## config.mk

```make
export PLATFORM = sky130hd
export DESIGN_NAME = ssbc_top
export DESIGN_NICKNAME = d
export VERILOG_FILES = /design/src/logic/ssbc_pkg.sv /design/src/logic/ssbc_tick.sv /design/src/logic/ssbc_top.sv
export SDC_FILE = /design/constraint.sdc
export NUM_CORES = 1
export LEC_CHECK = 0
export ABC_CLOCK_PERIOD_IN_PS = 3500
export BUFFER_PORTS_ARGS = -buffer_cell sky130_fd_sc_hd__buf_2
export CAP_MARGIN = 10
export CORE_MARGIN = 4
export CORE_UTILIZATION = 35
export CTS_CLUSTER_DIAMETER = 100
export DETAILED_ROUTE_END_ITERATION = 8
export GPL_ROUTABILITY_DRIVEN = 0
export HOLD_SLACK_MARGIN = 0.06
export RECOVER_POWER = 100
export SETUP_SLACK_MARGIN = 0.2
export SYNTH_ARGS = -nofsm -noshare
export SYNTH_HDL_FRONTEND = slang
export SYNTH_SLANG_ARGS = --single-unit
```

## constraint.sdc

```tcl
create_clock -name clk_i -period 3.5 [get_ports clk_i]
set_input_delay 0.35 -clock clk_i [delete_from_list [all_inputs] [get_ports clk_i]]
set_output_delay 0.35 -clock clk_i [all_outputs]
set_load 0.01 [all_outputs]
```

## src/logic/ssbc_pkg.sv

```systemverilog
// ssbc_pkg: constants, types and register map of the servo stop and brake control block
// assumes a 125 MHz clock and a classic wishbone register slave with 32-bit data
//
// Summary of operation
// - servo off on command, alarm or power loss
// - mode 0: dynamic brake stops and holds
// - mode 1: dynamic brake stops, then coasts
// - coast mode: drive off, no dynamic brake
// - hold mode at standstill or crawl: coast
// - both powers off: dynamic brake always
// - interlock low releases, high applies brake
// - routing 0 off, 1..3 pick slot
// - slot output is or of routed signals
// - sequencing select 0 enables, 1 disables
// - sequencing off ignores delay, level, timeout
// - stopped: servo off delayed 10 ms units
// - moving: brake at low speed or timeout
package ssbc_pkg;
  // register byte addresses
  localparam logic [7:0] SSBC_ADR_STOP_CFG  = 8'h00; // stop_function_config
  localparam logic [7:0] SSBC_ADR_OUT_SEL   = 8'h04; // output_selection_word_two
  localparam logic [7:0] SSBC_ADR_BRK_CFG   = 8'h08; // brake_sequence_config
  localparam logic [7:0] SSBC_ADR_DELAY     = 8'h0c; // brake_to_servo_off_delay
  localparam logic [7:0] SSBC_ADR_SPD_LVL   = 8'h10; // brake_speed_level
  localparam logic [7:0] SSBC_ADR_TIMEOUT   = 8'h14; // brake_output_timeout
  localparam logic [7:0] SSBC_ADR_OTHER_SEL = 8'h18; // routing of other slot signals
  localparam logic [7:0] SSBC_ADR_STATUS    = 8'h1c; // read-only state
  // reset values
  localparam logic [15:0] SSBC_RST_STOP_CFG = 16'h0000;
  localparam logic [15:0] SSBC_RST_OUT_SEL  = 16'h0000;
  localparam logic [15:0] SSBC_RST_BRK_CFG  = 16'h0000;
  localparam logic [15:0] SSBC_RST_DELAY    = 16'h0000;
  localparam logic [15:0] SSBC_RST_SPD_LVL  = 16'h0064; // 100 per minute
  localparam logic [15:0] SSBC_RST_TIMEOUT  = 16'h0032; // 50 x 10 ms
  // field positions
  localparam int SSBC_STOP_MODE_LSB = 0;  // stop_mode_select nibble
  localparam int SSBC_ROUTE_LSB     = 8;  // brake_output_routing nibble
  localparam int SSBC_SEQ_SEL_LSB   = 0;  // brake_sequencing_select nibble
  localparam int SSBC_DELAY_MAX     = 50; // largest delay setting
  // stop modes
  localparam logic [3:0] SSBC_MODE_DB_HOLD  = 4'h0;
  localparam logic [3:0] SSBC_MODE_DB_COAST = 4'h1;
  localparam logic [3:0] SSBC_MODE_COAST    = 4'h2;
  // slot numbers
  localparam int          SSBC_NUM_SLOTS = 3;
  localparam logic [31:0] SSBC_BAD_READ  = 32'h0000_0000;
  // timing: 10 ms tick at 125 MHz
  localparam int SSBC_CLK_MHZ    = 125;
  localparam int SSBC_TICK_US    = 10000;
  localparam int SSBC_TICK_CYC   = SSBC_TICK_US * SSBC_CLK_MHZ;
  localparam int SSBC_STOP_SPEED = 1; // speed at or below which the motor counts as stopped

  typedef enum logic [2:0] {
    SSBC_ST_RUN,     // servo on, brake released
    SSBC_ST_DELAY,   // brake applied, servo off pending
    SSBC_ST_DECEL,   // servo off while moving, brake waits
    SSBC_ST_OFF      // servo off, brake applied
  } ssbc_state_e;

  typedef struct packed {
    logic [15:0] stop_cfg;
    logic [15:0] out_sel;
    logic [15:0] brk_cfg;
    logic [15:0] delay;
    logic [15:0] spd_lvl;
    logic [15:0] timeout;
    logic [11:0] other_sel;
  } ssbc_cfg_s;

  typedef struct packed {
    logic servo_on;
    logic db_on;
    logic brake_release;
  } ssbc_drive_s;
endpackage

```

## src/logic/ssbc_tick.sv

```systemverilog
// ssbc_tick: free 10 ms tick generator with a restart input
// assumes clk_i at the package rate
`timescale 1ns/1ps
module ssbc_tick (
  input  wire logic clk_i,   // system clock
  input  wire logic rst_i,   // synchronous reset, high
  input  wire logic clear_i, // restart the period
  output logic      tick_o   // one-cycle pulse each period
);
  import ssbc_pkg::*;
  localparam int          CW    = $clog2(SSBC_TICK_CYC);
  localparam logic [CW-1:0] LAST = CW'(SSBC_TICK_CYC - 1);
  logic [CW-1:0] cnt; // cycles in this period

  // period counter
  always_ff @(posedge clk_i) begin
    if (rst_i || clear_i || cnt == LAST) begin
      cnt <= '0;
    end else begin
      cnt <= cnt + 1'b1;
    end
  end

  // pulse at end of period
  always_ff @(posedge clk_i) begin
    if (rst_i) begin
      tick_o <= 1'b0;
    end else begin
      tick_o <= !clear_i && cnt == LAST;
    end
  end
endmodule

```

## src/logic/ssbc_top.sv

```systemverilog
// ssbc_top: stop mode, dynamic brake and holding brake interlock logic with wishbone registers
// assumes pin inputs asynchronous to clk_i, motor speed from same-clock logic
//
// The implementer's own choices: register access over Wishbone and the address map.
`timescale 1ns/1ps
module ssbc_top (
  input  wire logic        clk_i,          // system clock
  input  wire logic        rst_i,          // synchronous reset, high
  input  wire logic        wb_cyc_i,       // wishbone cycle
  input  wire logic        wb_stb_i,       // wishbone strobe
  input  wire logic        wb_we_i,        // wishbone write
  input  wire logic [7:0]  wb_adr_i,       // wishbone byte address
  input  wire logic [3:0]  wb_sel_i,       // wishbone byte lanes
  input  wire logic [31:0] wb_dat_i,       // wishbone write data
  output logic      [31:0] wb_dat_o,       // wishbone read data
  output logic             wb_ack_o,       // wishbone acknowledge
  input  wire logic        servo_enable_i, // servo_enable_command level, pin
  input  wire logic        alarm_i,        // servo alarm level, pin
  input  wire logic        main_power_i,   // main power present, pin
  input  wire logic        ctrl_power_i,   // control power present, pin
  input  wire logic [15:0] motor_speed_i,  // absolute speed per minute
  input  wire logic [2:0]  other_status_i, // other status signals for the slots
  output logic             servo_on_o,     // motor drive enabled
  output logic             dyn_brake_o,    // dynamic_braking engaged
  output logic [2:0]       out_slot_n_o    // output_slot_one..three, low = on
);
  import ssbc_pkg::*;

  ssbc_cfg_s   cfg;        // software settings
  ssbc_state_e state;      // stop sequence state
  ssbc_drive_s drv;        // next output set
  logic [2:0]  en_s1;      // first synchroniser stage
  logic [2:0]  en_s2;      // synchronised pins
  logic [1:0]  pw_s1;      // first stage for power pins
  logic [1:0]  pw_s2;      // synchronised power pins
  logic        enable_req; // servo_enable_command seen
  logic        stop_req;   // any stop cause
  logic        power_gone; // both powers off
  logic        stopped;    // motor at rest or crawling
  logic        seq_on;     // parameter brake timing in use
  logic [3:0]  mode;       // stop_mode_select
  logic [3:0]  route;      // brake_output_routing
  logic [15:0] tcount;     // 10 ms ticks in this state
  logic        tick;       // 10 ms pulse
  logic        tclear;     // restart tick on state change
  logic        brake_on;   // holding brake interlock active
  logic [31:0] rdata;      // decoded read word
  logic        req;        // bus request this cycle

  // slot decode: one-hot for routing nibble, used for every routed signal
  function automatic logic [2:0] slot_dec(input logic [3:0] r);
    logic [2:0] v;
    v = 3'h0;
    if (r >= 4'h1 && r <= 4'h3) begin
      v[r[1:0] - 2'h1] = 1'b1;
    end
    return v;
  endfunction

  // two-flop synchronisers for pins
  always_ff @(posedge clk_i) begin
    if (rst_i) begin
      en_s1 <= 3'h0;
      en_s2 <= 3'h0;
      // power counts as present until synced, so no false dynamic brake after reset
      pw_s1 <= 2'h3;
      pw_s2 <= 2'h3;
    end else begin
      en_s1 <= {servo_enable_i, alarm_i, 1'b0};
      en_s2 <= en_s1;
      pw_s1 <= {main_power_i, ctrl_power_i};
      pw_s2 <= pw_s1;
    end
  end

  assign enable_req = en_s2[2];
  assign power_gone = !pw_s2[1] && !pw_s2[0];
  assign stop_req   = !enable_req || en_s2[1] || !pw_s2[1] || !pw_s2[0];
  assign stopped    = motor_speed_i <= 16'(SSBC_STOP_SPEED);
  assign seq_on     = cfg.brk_cfg[SSBC_SEQ_SEL_LSB +: 4] == 4'h0;
  assign mode       = cfg.stop_cfg[SSBC_STOP_MODE_LSB +: 4];
  assign route      = cfg.out_sel[SSBC_ROUTE_LSB +: 4];
  assign req        = wb_cyc_i && wb_stb_i && !wb_ack_o;

  ssbc_tick u_tick (
    .clk_i   (clk_i),
    .rst_i   (rst_i),
    .clear_i (tclear),
    .tick_o  (tick)
  );

  // register writes
  always_ff @(posedge clk_i) begin
    if (rst_i) begin
      cfg.stop_cfg  <= SSBC_RST_STOP_CFG;
      cfg.out_sel   <= SSBC_RST_OUT_SEL;
      cfg.brk_cfg   <= SSBC_RST_BRK_CFG;
      cfg.delay     <= SSBC_RST_DELAY;
      cfg.spd_lvl   <= SSBC_RST_SPD_LVL;
      cfg.timeout   <= SSBC_RST_TIMEOUT;
      cfg.other_sel <= 12'h000;
    end else if (wb_cyc_i && wb_stb_i && wb_ack_o && wb_we_i) begin // write lands at the ack edge
      unique case (wb_adr_i)
        SSBC_ADR_STOP_CFG: begin
          if (wb_sel_i[0]) cfg.stop_cfg[7:0]  <= wb_dat_i[7:0];
          if (wb_sel_i[1]) cfg.stop_cfg[15:8] <= wb_dat_i[15:8];
        end
        SSBC_ADR_OUT_SEL: begin
          if (wb_sel_i[0]) cfg.out_sel[7:0]  <= wb_dat_i[7:0];
          if (wb_sel_i[1]) cfg.out_sel[15:8] <= wb_dat_i[15:8];
        end
        SSBC_ADR_BRK_CFG: begin
          if (wb_sel_i[0]) cfg.brk_cfg[7:0]  <= wb_dat_i[7:0];
          if (wb_sel_i[1]) cfg.brk_cfg[15:8] <= wb_dat_i[15:8];
        end
        SSBC_ADR_DELAY: begin
          // clamp to the settable range
          if (wb_sel_i[0] && wb_sel_i[1]) begin
            cfg.delay <= (wb_dat_i[15:0] > 16'(SSBC_DELAY_MAX)) ? 16'(SSBC_DELAY_MAX) : wb_dat_i[15:0];
          end
        end
        SSBC_ADR_SPD_LVL: begin
          if (wb_sel_i[0]) cfg.spd_lvl[7:0]  <= wb_dat_i[7:0];
          if (wb_sel_i[1]) cfg.spd_lvl[15:8] <= wb_dat_i[15:8];
        end
        SSBC_ADR_TIMEOUT: begin
          if (wb_sel_i[0]) cfg.timeout[7:0]  <= wb_dat_i[7:0];
          if (wb_sel_i[1]) cfg.timeout[15:8] <= wb_dat_i[15:8];
        end
        SSBC_ADR_OTHER_SEL: begin
          if (wb_sel_i[0]) cfg.other_sel[7:0]  <= wb_dat_i[7:0];
          if (wb_sel_i[1]) cfg.other_sel[11:8] <= wb_dat_i[11:8];
        end
        default: begin
          // read-only or unmapped: write ignored
        end
      endcase
    end
  end

  // read mux
  always_comb begin
    unique case (wb_adr_i)
      SSBC_ADR_STOP_CFG:  rdata = {16'h0000, cfg.stop_cfg};
      SSBC_ADR_OUT_SEL:   rdata = {16'h0000, cfg.out_sel};
      SSBC_ADR_BRK_CFG:   rdata = {16'h0000, cfg.brk_cfg};
      SSBC_ADR_DELAY:     rdata = {16'h0000, cfg.delay};
      SSBC_ADR_SPD_LVL:   rdata = {16'h0000, cfg.spd_lvl};
      SSBC_ADR_TIMEOUT:   rdata = {16'h0000, cfg.timeout};
      SSBC_ADR_OTHER_SEL: rdata = {20'h00000, cfg.other_sel};
      SSBC_ADR_STATUS:    rdata = {24'h000000, 1'b0, brake_on, dyn_brake_o, servo_on_o,
                                   1'b0, 3'(state)};
      default:            rdata = SSBC_BAD_READ;
    endcase
  end

  // bus answer: ack one cycle after request, dropped next cycle
  always_ff @(posedge clk_i) begin
    if (rst_i) begin
      wb_ack_o <= 1'b0;
      wb_dat_o <= 32'h0000_0000;
    end else begin
      wb_ack_o <= req;
      wb_dat_o <= req ? rdata : 32'h0000_0000;
    end
  end

  // stop sequence state and 10 ms counter
  always_ff @(posedge clk_i) begin
    if (rst_i) begin
      state  <= SSBC_ST_OFF;
      tcount <= 16'h0000;
    end else begin
      unique case (state)
        SSBC_ST_RUN: begin
          if (stop_req && (en_s2[1] || power_gone)) begin
            state <= SSBC_ST_OFF; // alarm or both powers off: off at once
          end else if (stop_req && !seq_on) begin
            state <= SSBC_ST_OFF;
          end else if (stop_req && stopped) begin
            state <= (cfg.delay == 16'h0000) ? SSBC_ST_OFF : SSBC_ST_DELAY;
          end else if (stop_req) begin
            state <= SSBC_ST_DECEL;
          end
        end
        SSBC_ST_DELAY: begin
          if (tcount >= cfg.delay || en_s2[1] || power_gone) begin
            state <= SSBC_ST_OFF;
          end
        end
        SSBC_ST_DECEL: begin
          if (motor_speed_i < cfg.spd_lvl || tcount >= cfg.timeout) begin
            state <= SSBC_ST_OFF;
          end
        end
        SSBC_ST_OFF: begin
          if (!stop_req) begin
            state <= SSBC_ST_RUN;
          end
        end
      endcase
      tcount <= tclear ? 16'h0000 : (tick ? tcount + 16'h0001 : tcount);
    end
  end

  // restart tick on leaving the run state
  assign tclear = state == SSBC_ST_RUN || state == SSBC_ST_OFF;

  // drive, dynamic brake and holding brake decisions
  always_comb begin
    drv.servo_on      = state == SSBC_ST_RUN || state == SSBC_ST_DELAY;
    drv.brake_release = state == SSBC_ST_RUN;
    drv.db_on         = 1'b0;
    // servo is off while decelerating too, so the stop mode applies there
    if (state == SSBC_ST_OFF || state == SSBC_ST_DECEL) begin
      if (power_gone) begin
        drv.db_on = 1'b1;
      end else if (mode == SSBC_MODE_DB_HOLD) begin
        drv.db_on = !(stopped && !dyn_brake_o);
      end else if (mode == SSBC_MODE_DB_COAST) begin
        drv.db_on = !stopped;
      end else begin
        drv.db_on = 1'b0;
      end
    end
    // interlock: applied during the delay, released while decelerating
    if (state == SSBC_ST_DELAY || state == SSBC_ST_DECEL) begin
      drv.brake_release = state == SSBC_ST_DECEL;
    end
  end

  assign brake_on = !drv.brake_release;

  // registered motor outputs and slots
  always_ff @(posedge clk_i) begin
    if (rst_i) begin
      servo_on_o   <= 1'b0;
      dyn_brake_o  <= 1'b0;
      out_slot_n_o <= 3'h7;
    end else begin
      servo_on_o   <= drv.servo_on;
      dyn_brake_o  <= drv.db_on;
      // brake interlock is active-low on the slot: on = release
      out_slot_n_o <= ~((drv.brake_release ? slot_dec(route) : 3'h0) |
                        (other_status_i[0] ? slot_dec(cfg.other_sel[3:0]) : 3'h0) |
                        (other_status_i[1] ? slot_dec(cfg.other_sel[7:4]) : 3'h0) |
                        (other_status_i[2] ? slot_dec(cfg.other_sel[11:8]) : 3'h0));
    end
  end

  // checks
  a_alarm_off: assert property (@(posedge clk_i) disable iff (rst_i)
    (state == SSBC_ST_RUN && en_s2[1]) |=> ##1 !servo_on_o)
    else $error("alarm did not turn servo off");
  a_power_db: assert property (@(posedge clk_i) disable iff (rst_i)
    (state == SSBC_ST_OFF && power_gone) |=> dyn_brake_o)
    else $error("no dynamic brake after power loss");
  a_coast_nodb: assert property (@(posedge clk_i) disable iff (rst_i)
    (state == SSBC_ST_OFF && !power_gone && mode == SSBC_MODE_COAST) |=> !dyn_brake_o)
    else $error("coast mode engaged dynamic brake");
  a_coast_after: assert property (@(posedge clk_i) disable iff (rst_i)
    (state == SSBC_ST_OFF && !power_gone && mode == SSBC_MODE_DB_COAST && stopped) |=> !dyn_brake_o)
    else $error("dynamic brake not released at rest");
  a_hold_moving: assert property (@(posedge clk_i) disable iff (rst_i)
    (state == SSBC_ST_OFF && mode == SSBC_MODE_DB_HOLD && !stopped) |=> dyn_brake_o)
    else $error("hold mode without dynamic brake");
  a_hold_slow: assert property (@(posedge clk_i) disable iff (rst_i)
    (state == SSBC_ST_OFF && !power_gone && mode == SSBC_MODE_DB_HOLD && stopped && !dyn_brake_o)
    |=> !dyn_brake_o)
    else $error("dynamic brake on a stopped motor");
  a_seq_skip: assert property (@(posedge clk_i) disable iff (rst_i)
    (state == SSBC_ST_RUN && stop_req && !seq_on) |=> state == SSBC_ST_OFF)
    else $error("sequencing disabled yet delayed");
  a_route_off: assert property (@(posedge clk_i) disable iff (rst_i)
    (route == 4'h0 && cfg.other_sel == 12'h000) |=> out_slot_n_o == 3'h7)
    else $error("disabled routing drove a slot");
  a_brake_slot: assert property (@(posedge clk_i) disable iff (rst_i)
    (route == 4'h2 && drv.brake_release) |=> !out_slot_n_o[1])
    else $error("brake release not low on slot two");
  a_slot_or: assert property (@(posedge clk_i) disable iff (rst_i)
    (cfg.other_sel[3:0] == 4'h1 && other_status_i[0]) |=> !out_slot_n_o[0])
    else $error("slot not or of routed signals");
  a_delay_hold: assert property (@(posedge clk_i) disable iff (rst_i)
    (state == SSBC_ST_DELAY && tcount < cfg.delay && !en_s2[1] && !power_gone) |=> state == SSBC_ST_DELAY)
    else $error("servo off before brake delay");
  a_decel_end: assert property (@(posedge clk_i) disable iff (rst_i)
    (state == SSBC_ST_DECEL && motor_speed_i < cfg.spd_lvl) |=> state == SSBC_ST_OFF)
    else $error("brake not applied below speed level");
  a_seq_sel: assert property (@(posedge clk_i) disable iff (rst_i)
    (state == SSBC_ST_RUN && !seq_on) |=> (state == SSBC_ST_RUN || state == SSBC_ST_OFF))
    else $error("sequencing select misread");
  a_decel_off: assert property (@(posedge clk_i) disable iff (rst_i)
    (state == SSBC_ST_DECEL) |=> !servo_on_o)
    else $error("drive left on while decelerating");
  a_mode_reserved: assert property (@(posedge clk_i) disable iff (rst_i)
    (state == SSBC_ST_OFF && !power_gone && mode > SSBC_MODE_DB_COAST) |=> !dyn_brake_o)
    else $error("reserved mode engaged brake");
  c_decel: cover property (@(posedge clk_i) state == SSBC_ST_DECEL ##1 state == SSBC_ST_OFF);
  c_delay: cover property (@(posedge clk_i) state == SSBC_ST_DELAY ##1 state == SSBC_ST_OFF);
  c_run:   cover property (@(posedge clk_i) state == SSBC_ST_OFF ##1 state == SSBC_ST_RUN);
endmodule

```

==> qor.csv, run 1 <==
stage,metric,value,unit
power_and_ir_drop,clock_power_share,42.2,%
worst_hold_path,hp-class,in2reg,
global_routing,antenna_found_initial,0,
worst_setup_path,cp_max_fo,34,
clock_tree,clk_latency,0.44,ns
timing,finalCritPeriodShare,74.9,%
final_layout,fin_cells,1366,
clock_tree,cts.clk_slew.worst_paths,0.07,ns
routing,drt-initial-drc-count,485,
synth,seq_area_frac_synth,40.7,%
clock_tree,cts_buffer_depth,2,
timing,rsz0062_at_grt,no,
routing,drcViolationCount,0,
die,die_h,166,microns
die,rows,57,
timing,setup_tns,0,ns
timing,relSlewSlack,-37.2,%
timing,tightest_slew,2.06,ns
final_layout,synthToLayoutAreaGrowth,12.4,%
synth,ys_ff_latch,178,
timing,fin_crit,2.62,ns
timing,fin_skew,0.0176,ns
clock_tree,hold_buffers,0,
synth,avgSynthCellArea,9.07,sq um
outcome,violations,"max-capacitance violations, max-slew violations",
power_and_ir_drop,p_leak,0.00372,uW
power_and_ir_drop,power.internal,3150,uW
synth,synth.top_cells.by_area,"dfxtp_1 41%, mux2i_1 11%, ha_1 7.6%",
place,dpl.hpwl,17000,microns
synth,synthFlopType,dfxtp_1,
synth,synth-edff-count,0,
timing,max_freq,381,MHz
global_routing,grt_overflow,0,
global_routing,grt_pass1_wl,36300,microns
synth,synth_top_area_cell,dfxtp_1,
final_layout,fin_util,40.2,%
worst_setup_path,end_kind,flip-flop,
final_layout,nets,1154,
timing,setup_slack,0.878,ns
worst_setup_path,r2r_slack,0.90,ns
power_and_ir_drop,p_switching,1220,uW
routing,wirelength,22900,microns
power_and_ir_drop,pwr-share-comb,10.0,%
clock_tree,clock-sinks,178,
synth,synthesis.instances,964,
synth,yosysWarnings,0,
clock_tree,ctsRootBufferMaster,clkbuf_16,
routing,dr.pass1.iters,5,
clock_tree,cts_made_buffers,17,
routing,ant_nets,0,
global_routing,grt_usage,16.5,%
power_and_ir_drop,ir_drop,0.285,mV
clock_tree,cts_tree,yes,
place,dp_worst_setup_slack,1.06,ns
timing,drv_slew,100,
global_routing,grt_pass1_vias,6542,
worst_setup_path,crit_path_start_kind,primary input,
routing,via_per_inst,5.01,
worst_setup_path,required,3.74,ns
final_layout,num_antenna_cells,0,
synth,synth_cell_types,59,
place,dp_cells,1334,
timing,hold_viol_final,0,
power_and_ir_drop,seq_power_share,47.8,%
clock_tree,cts_setup_buffers,0,
outcome,status,"complete, but fails checks",
power_and_ir_drop,p_per_area,445,mW/mm^2
die,initial_core_util,35.7,%
die,die_x,166,microns
timing,setup_viol,0,
die,pin_count,110,
synth,netlist.area_leader.share,40.7,%
clock_tree,cts_max_level,4,
worst_setup_path,critical_path_class,in2reg,
die,die_area,0.0276,sq mm
clock_tree,ctsResizeCount,0,
place,port_buffers,75,
run,cap_violations,1,
power_and_ir_drop,p_sw_share,27.9,%
power_and_ir_drop,fin_total_pwr,4370,uW
synth,synth_area,0.00874,sq mm
die,core-area,0.0245,sq mm
synth,synthArstFlopShare,0,%
final_layout,drive_above_1_share,10.8,%
routing,wl_per_cell,16.8,microns
routing,num_vias,6842,
global_routing,grt_max_degree,100,
worst_setup_path,worst_ep_arrival_time,2.86,ns
## synthesized netlist by cell type, drive strengths merged, types with 5 or more instances
cell type / count
dfxtp: 178
nor2: 162
mux2i: 100
inv: 60
ha: 53
nand2: 53
o21ai: 31
clkbuf: 29
a21oi: 28
buf: 28
nor3: 23
xor2: 19
nand3: 18
nand4: 15
and3: 12
mux2: 12
nor2b: 12
nor4: 12
xnor2: 12
a222oi: 11
a22oi: 11
a221oi: 9
a211o: 8
a21o: 7
nand3b: 6
or3: 6
nand2b: 5
## stage by stage
stage	hold WS (ns)	instance area, sq um
detailed placement	0.397	9390
floorplan	0.389	8800
CTS	0.0835	9960
global placement	0.395	9390
global route	0.0900	9830
finish	0.104	9830
## worst max-delay path, cell delays in order
cell and delay [ns]:
buf_2 0.61, nand2_1 0.33, or3_1 0.41, nor2_1 0.81, mux2i_1 0.27, nor2_1 0.06
## power groups by stage
stage / Clock (uW) / Combinational (uW) / Sequential, uW
after floorplan: 0 / 302 / 2120
after global placement: 0 / 446 / 2130
after detailed placement: 0 / 447 / 2140
after CTS: 1880 / 449 / 2090
after global routing: 1970 / 485 / 2090
final: 1840 / 438 / 2090
## cell usage in the layout (no fill, tap or decap), types with 5 or more instances in the layout
master,count
dfxtp_1,178
a22oi_1,11
a21o_1,7
buf_2,52
a211o_1,8
a221oi_1,9
inv_1,60
nand2b_1,5
nor2b_1,12
mux2_2,12
clkbuf_1,27
nand2_1,53
ha_1,53
or3_1,6
nand3b_1,6
a21oi_1,28
nor3_1,21
nand4_1,15
o21ai_0,31
nor2_1,162
clkbuf_16,17
buf_4,8
and3_1,12
nand3_1,18
conb_1,16
xnor2_1,12
nor4_1,11
xor2_1,19
mux2i_1,100
a222oi_1,11
## final timing paths
path	from	to	depth (start not counted)
max	wb_adr_i[2]	cfg[76]	6
min	main_power_i	pw_s1[1]	2
max reg2reg	state[1]	u_tick.cnt[6]	6
min reg2reg	pw_s1[1]	pw_s2[1]	1
## layout make-up
cell class	count	area, sq um
clock buffers	18	439
clock inverters	14	126
fillers	2493	14600
inverters	60	225
multi-input cells	684	4640
flip-flops and latches	178	3560
well taps	324	405
repair buffers	88	427
## logic make-up after synthesis
group | synth area share (%)
and+or+nand+nor | 19.4
xor gates and xnor gates | 3.10
muxes | 13.0
DFF | 40.7
adders and majority gates | 7.58
other | 0.0429
buffers and inverters | 5.89
AOI/OAI and AO/OA | 10.2
## per-layer routing
metal	vias up	global-route usage, %	wire (microns)
met3	31	2.88	882
met4	0	5.52	536
li1	3470	-	-
met5	-	0	0
met2	132	26.9	10800
met1	3209	22.1	10700
## flip-flops by register name, indices dropped and copies added (netlist names)
signal / cells
pw_s2: 2
dyn_brake_o: 1
u_tick.tick_o: 1
state: 2
u_tick.cnt: 21
pw_s1: 2
tcount: 16
cfg: 108
wb_dat_o: 16
en_s1: 2
wb_ack_o: 1
out_slot_n_o: 3
servo_on_o: 1
en_s2: 2
Note: power is estimated with default switching activity, not from simulation.
==> run 2, diff against run 1 <==
--- a/config.mk
+++ b/config.mk
@@ -5,7 +5,7 @@
 export SDC_FILE = /design/constraint.sdc
 export NUM_CORES = 1
 export LEC_CHECK = 0
-export ABC_CLOCK_PERIOD_IN_PS = 3500
+export ABC_CLOCK_PERIOD_IN_PS = 2600
 export BUFFER_PORTS_ARGS = -buffer_cell sky130_fd_sc_hd__buf_2
 export CAP_MARGIN = 10
 export CORE_MARGIN = 4
==> constraint.sdc (replaced) <==
create_clock -name clk_i -period 2.6 [get_ports clk_i]
set_input_delay 0.26 -clock clk_i [delete_from_list [all_inputs] [get_ports clk_i]]
set_output_delay 0.26 -clock clk_i [all_outputs]
set_load 0.01 [all_outputs]
==> qor.csv, run 2 (synthesis results as in run 1) <==
stage,metric,value,unit,change
die,die_area,0.0276,sq mm,unchanged
clock_tree,cts.clk_slew.worst_paths,0.07,ns,about the same
clock_tree,cts_buffer_depth,2,,unchanged
timing,finalCritPeriodShare,89.5,%,
final_layout,seqCellArea,0.00356,sq mm,unchanged
timing,setup_tns,0,ns,unchanged
die,pin_count,110,,unchanged
place,dpl.hpwl,17500,microns,was 17000 microns
routing,drcViolationCount,0,,unchanged
clock_tree,ctsRootBufferMaster,clkbuf_16,,unchanged
worst_setup_path,r2r_slack,0.36,ns,was 0.90 ns
timing,rsz0062_at_grt,no,,unchanged
clock_tree,cts_setup_buffers,0,,unchanged
global_routing,grt_pass1_vias,6720,,was 6542
worst_setup_path,r2r-end,cfg[49],,was u_tick.cnt[6]
worst_setup_path,critical_path_class,in2reg,,unchanged
power_and_ir_drop,p_per_area,595,mW/mm^2,was 445 mW/mm^2
global_routing,grt_usage,16.9,%,was 16.5%
final_layout,fill_cells,2463,,was 2493
final_layout,reg_top3,"cfg: 108 flops, u_tick.cnt: 21 flops",,unchanged
timing,fin_crit,2.33,ns,
worst_setup_path,required,2.91,ns,was 3.74 ns
global_routing,grt_overflow,0,,unchanged
worst_hold_path,holdPathEnd,wb_ack_o,,was pw_s1[1]
routing,num_vias,7047,,was 6842
power_and_ir_drop,power.internal,4250,uW,was 3150 uW
worst_hold_path,hp-start,wb_stb_i,,was main_power_i
final_layout,nets,1173,,was 1154
place,dp_worst_setup_slack,0.260,ns,was 1.06 ns
global_routing,grt_pass1_wl,37300,microns,was 36300 microns
global_routing,antenna_found_initial,0,,unchanged
global_routing,grt_max_degree,59,,was 100
routing,wirelength,23400,microns,was 22900 microns
timing,max_freq,430,MHz,
timing,setup_viol,0,,unchanged
worst_setup_path,worstReg2RegStart,wb_ack_o,,was state[1]
die,die_h,166,microns,unchanged
timing,fin_skew,0.0154,ns,was 0.0176 ns
clock_tree,clk_latency,0.44,ns,about the same
routing,dr.pass1.iters,5,,unchanged
timing,drv_slew,0,,was 100
die,initial_core_util,35.7,%,unchanged
final_layout,top_register,cfg,,unchanged
routing,wl_per_cell,16.9,microns,was 16.8 microns
clock_tree,cts_max_level,4,,unchanged
final_layout,largest_register_ffs,108,,unchanged
outcome,status,completed,,"was complete, but fails checks"
die,rows,57,,unchanged
power_and_ir_drop,p_leak,0.00378,uW,was 0.00372 uW
power_and_ir_drop,p_sw_share,28.4,%,was 27.9%
routing,ant_nets,0,,unchanged
timing,tightest_slew,1.04,ns,was 2.06 ns
timing,hold_viol_final,0,,unchanged
power_and_ir_drop,p_switching,1690,uW,was 1220 uW
place,port_buffers,75,,unchanged
clock_tree,cts_tree,yes,,unchanged
run,cap_violations,0,,was 1
final_layout,drive_above_1_share,12.1,%,was 10.8%
timing,relSlewSlack,30.3,%,was -37.2%
worst_setup_path,reg2reg_depth,6,,unchanged
die,core-area,0.0245,sq mm,unchanged
clock_tree,clock-sinks,178,,unchanged
power_and_ir_drop,fin_total_pwr,5940,uW,was 4370 uW
routing,via_per_inst,5.09,,was 5.01
final_layout,final_common_cell,dfxtp_1,,unchanged
worst_setup_path,end_kind,flip-flop,,unchanged
power_and_ir_drop,clock_power_share,42.3,%,was 42.2%
worst_hold_path,whs_path_depth,3,,was 2
die,die_x,166,microns,unchanged
power_and_ir_drop,ir_drop,0.373,mV,was 0.285 mV
worst_setup_path,cp_max_fo,8,,was 34
power_and_ir_drop,seq_power_share,47.4,%,was 47.8%
power_and_ir_drop,pwr-share-comb,10.3,%,was 10.0%
worst_hold_path,hp-class,in2reg,,unchanged
worst_setup_path,worst_ep_arrival_time,2.63,ns,was 2.86 ns
routing,drt-initial-drc-count,677,,was 485
final_layout,num_antenna_cells,0,,unchanged
worst_setup_path,crit_path_start_kind,primary input,,unchanged
clock_tree,cts_made_buffers,17,,unchanged
final_layout,synthToLayoutAreaGrowth,14.2,%,was 12.4%
final_layout,multiInputGateArea,0.00465,sq mm,was 0.00464 sq mm
timing,setup_slack,0.274,ns,was 0.878 ns
final_layout,final_cell_mix,"178 x dfxtp_1, 162 x nor2_1, 100 x mux2i_1",,unchanged
[run 2: cell types whose count changed in the layout (fill, tap and decap cells not counted), sizes merged]
cell and change:
buf +11, clkbuf +4, clkinv -4, clkinvlp +1
dlygate4sd3 +4, inv +3
[run 2: worst max-delay path by stage]
stage,startpoint,to,slack [ns],cells past startpoint
floorplan,cfg[18],state[1],0.68,8
global placement,wb_adr_i[1],cfg[13],0.31,7
detailed placement,wb_adr_i[1],cfg[16],0.26,7
CTS,cfg[35],state[1],0.30,9
global route,wb_ack_o,cfg[46],0.14,7
finish,wb_adr_i[1],cfg[82],0.27,8
[run 2: timing repair]
item,CTS,global route
endpoints found under the setup margin,0,1
hold endpoints to repair,4,0
gates resized for setup,0,2
hold buffers,4,0
[run 2: critical path, stage by stage]
cell and delay, ns:
buf_2 0.10, nor3_1 0.41, and2_2 0.27, nand2_2 0.10
or3_1 0.36, nor2_1 0.80, mux2i_1 0.28, nor2_1 0.06
[run 2: power groups by stage]
stage               clock network, uW  registers, uW  logic [uW]
floorplan                           0           2860         407
global placement                    0           2880         620
detailed placement                  0           2880         624
CTS                              2560           2810         630
global route                     2670           2820         678
finish                           2510           2810         611
[run 2: layout make-up]
type / count / share of cell area, %
clock inverter: 14 / 1.43
tap: 324 / 4.06
clock buffer: 18 / 4.30
timing repair buffer: 107 / 5.65
inverter: 60 / 2.26
sequential: 178 / 35.7
multi-input combinational: 684 / 46.6
[run 2: metrics by stage]
step,area [sq um],hold WS (ns),util [%],std cells
4_1_cts,10100,0.144,41.4,1385
2_1_floorplan,8800,0.364,-,979
3_3_place_gp,9500,0.397,38.9,1349
3_5_place_dp,9500,0.397,38.9,1349
5_1_grt,9980,0.135,40.8,1385
6_report,9980,0.135,40.8,1385
[run 2: metal layers]
metal / routed length [microns] / share of wire (%) / vias to the layer above / GRT usage (%)
met2: 11200 / 48 / 156 / 27.8
met1: 10600 / 45 / 3347 / 22.5
li1: - / - / 3518 / -
met4: 467 / 2.0 / 0 / 5.09
met3: 1130 / 4.8 / 26 / 3.33
met5: 0 / 0 / - / 0
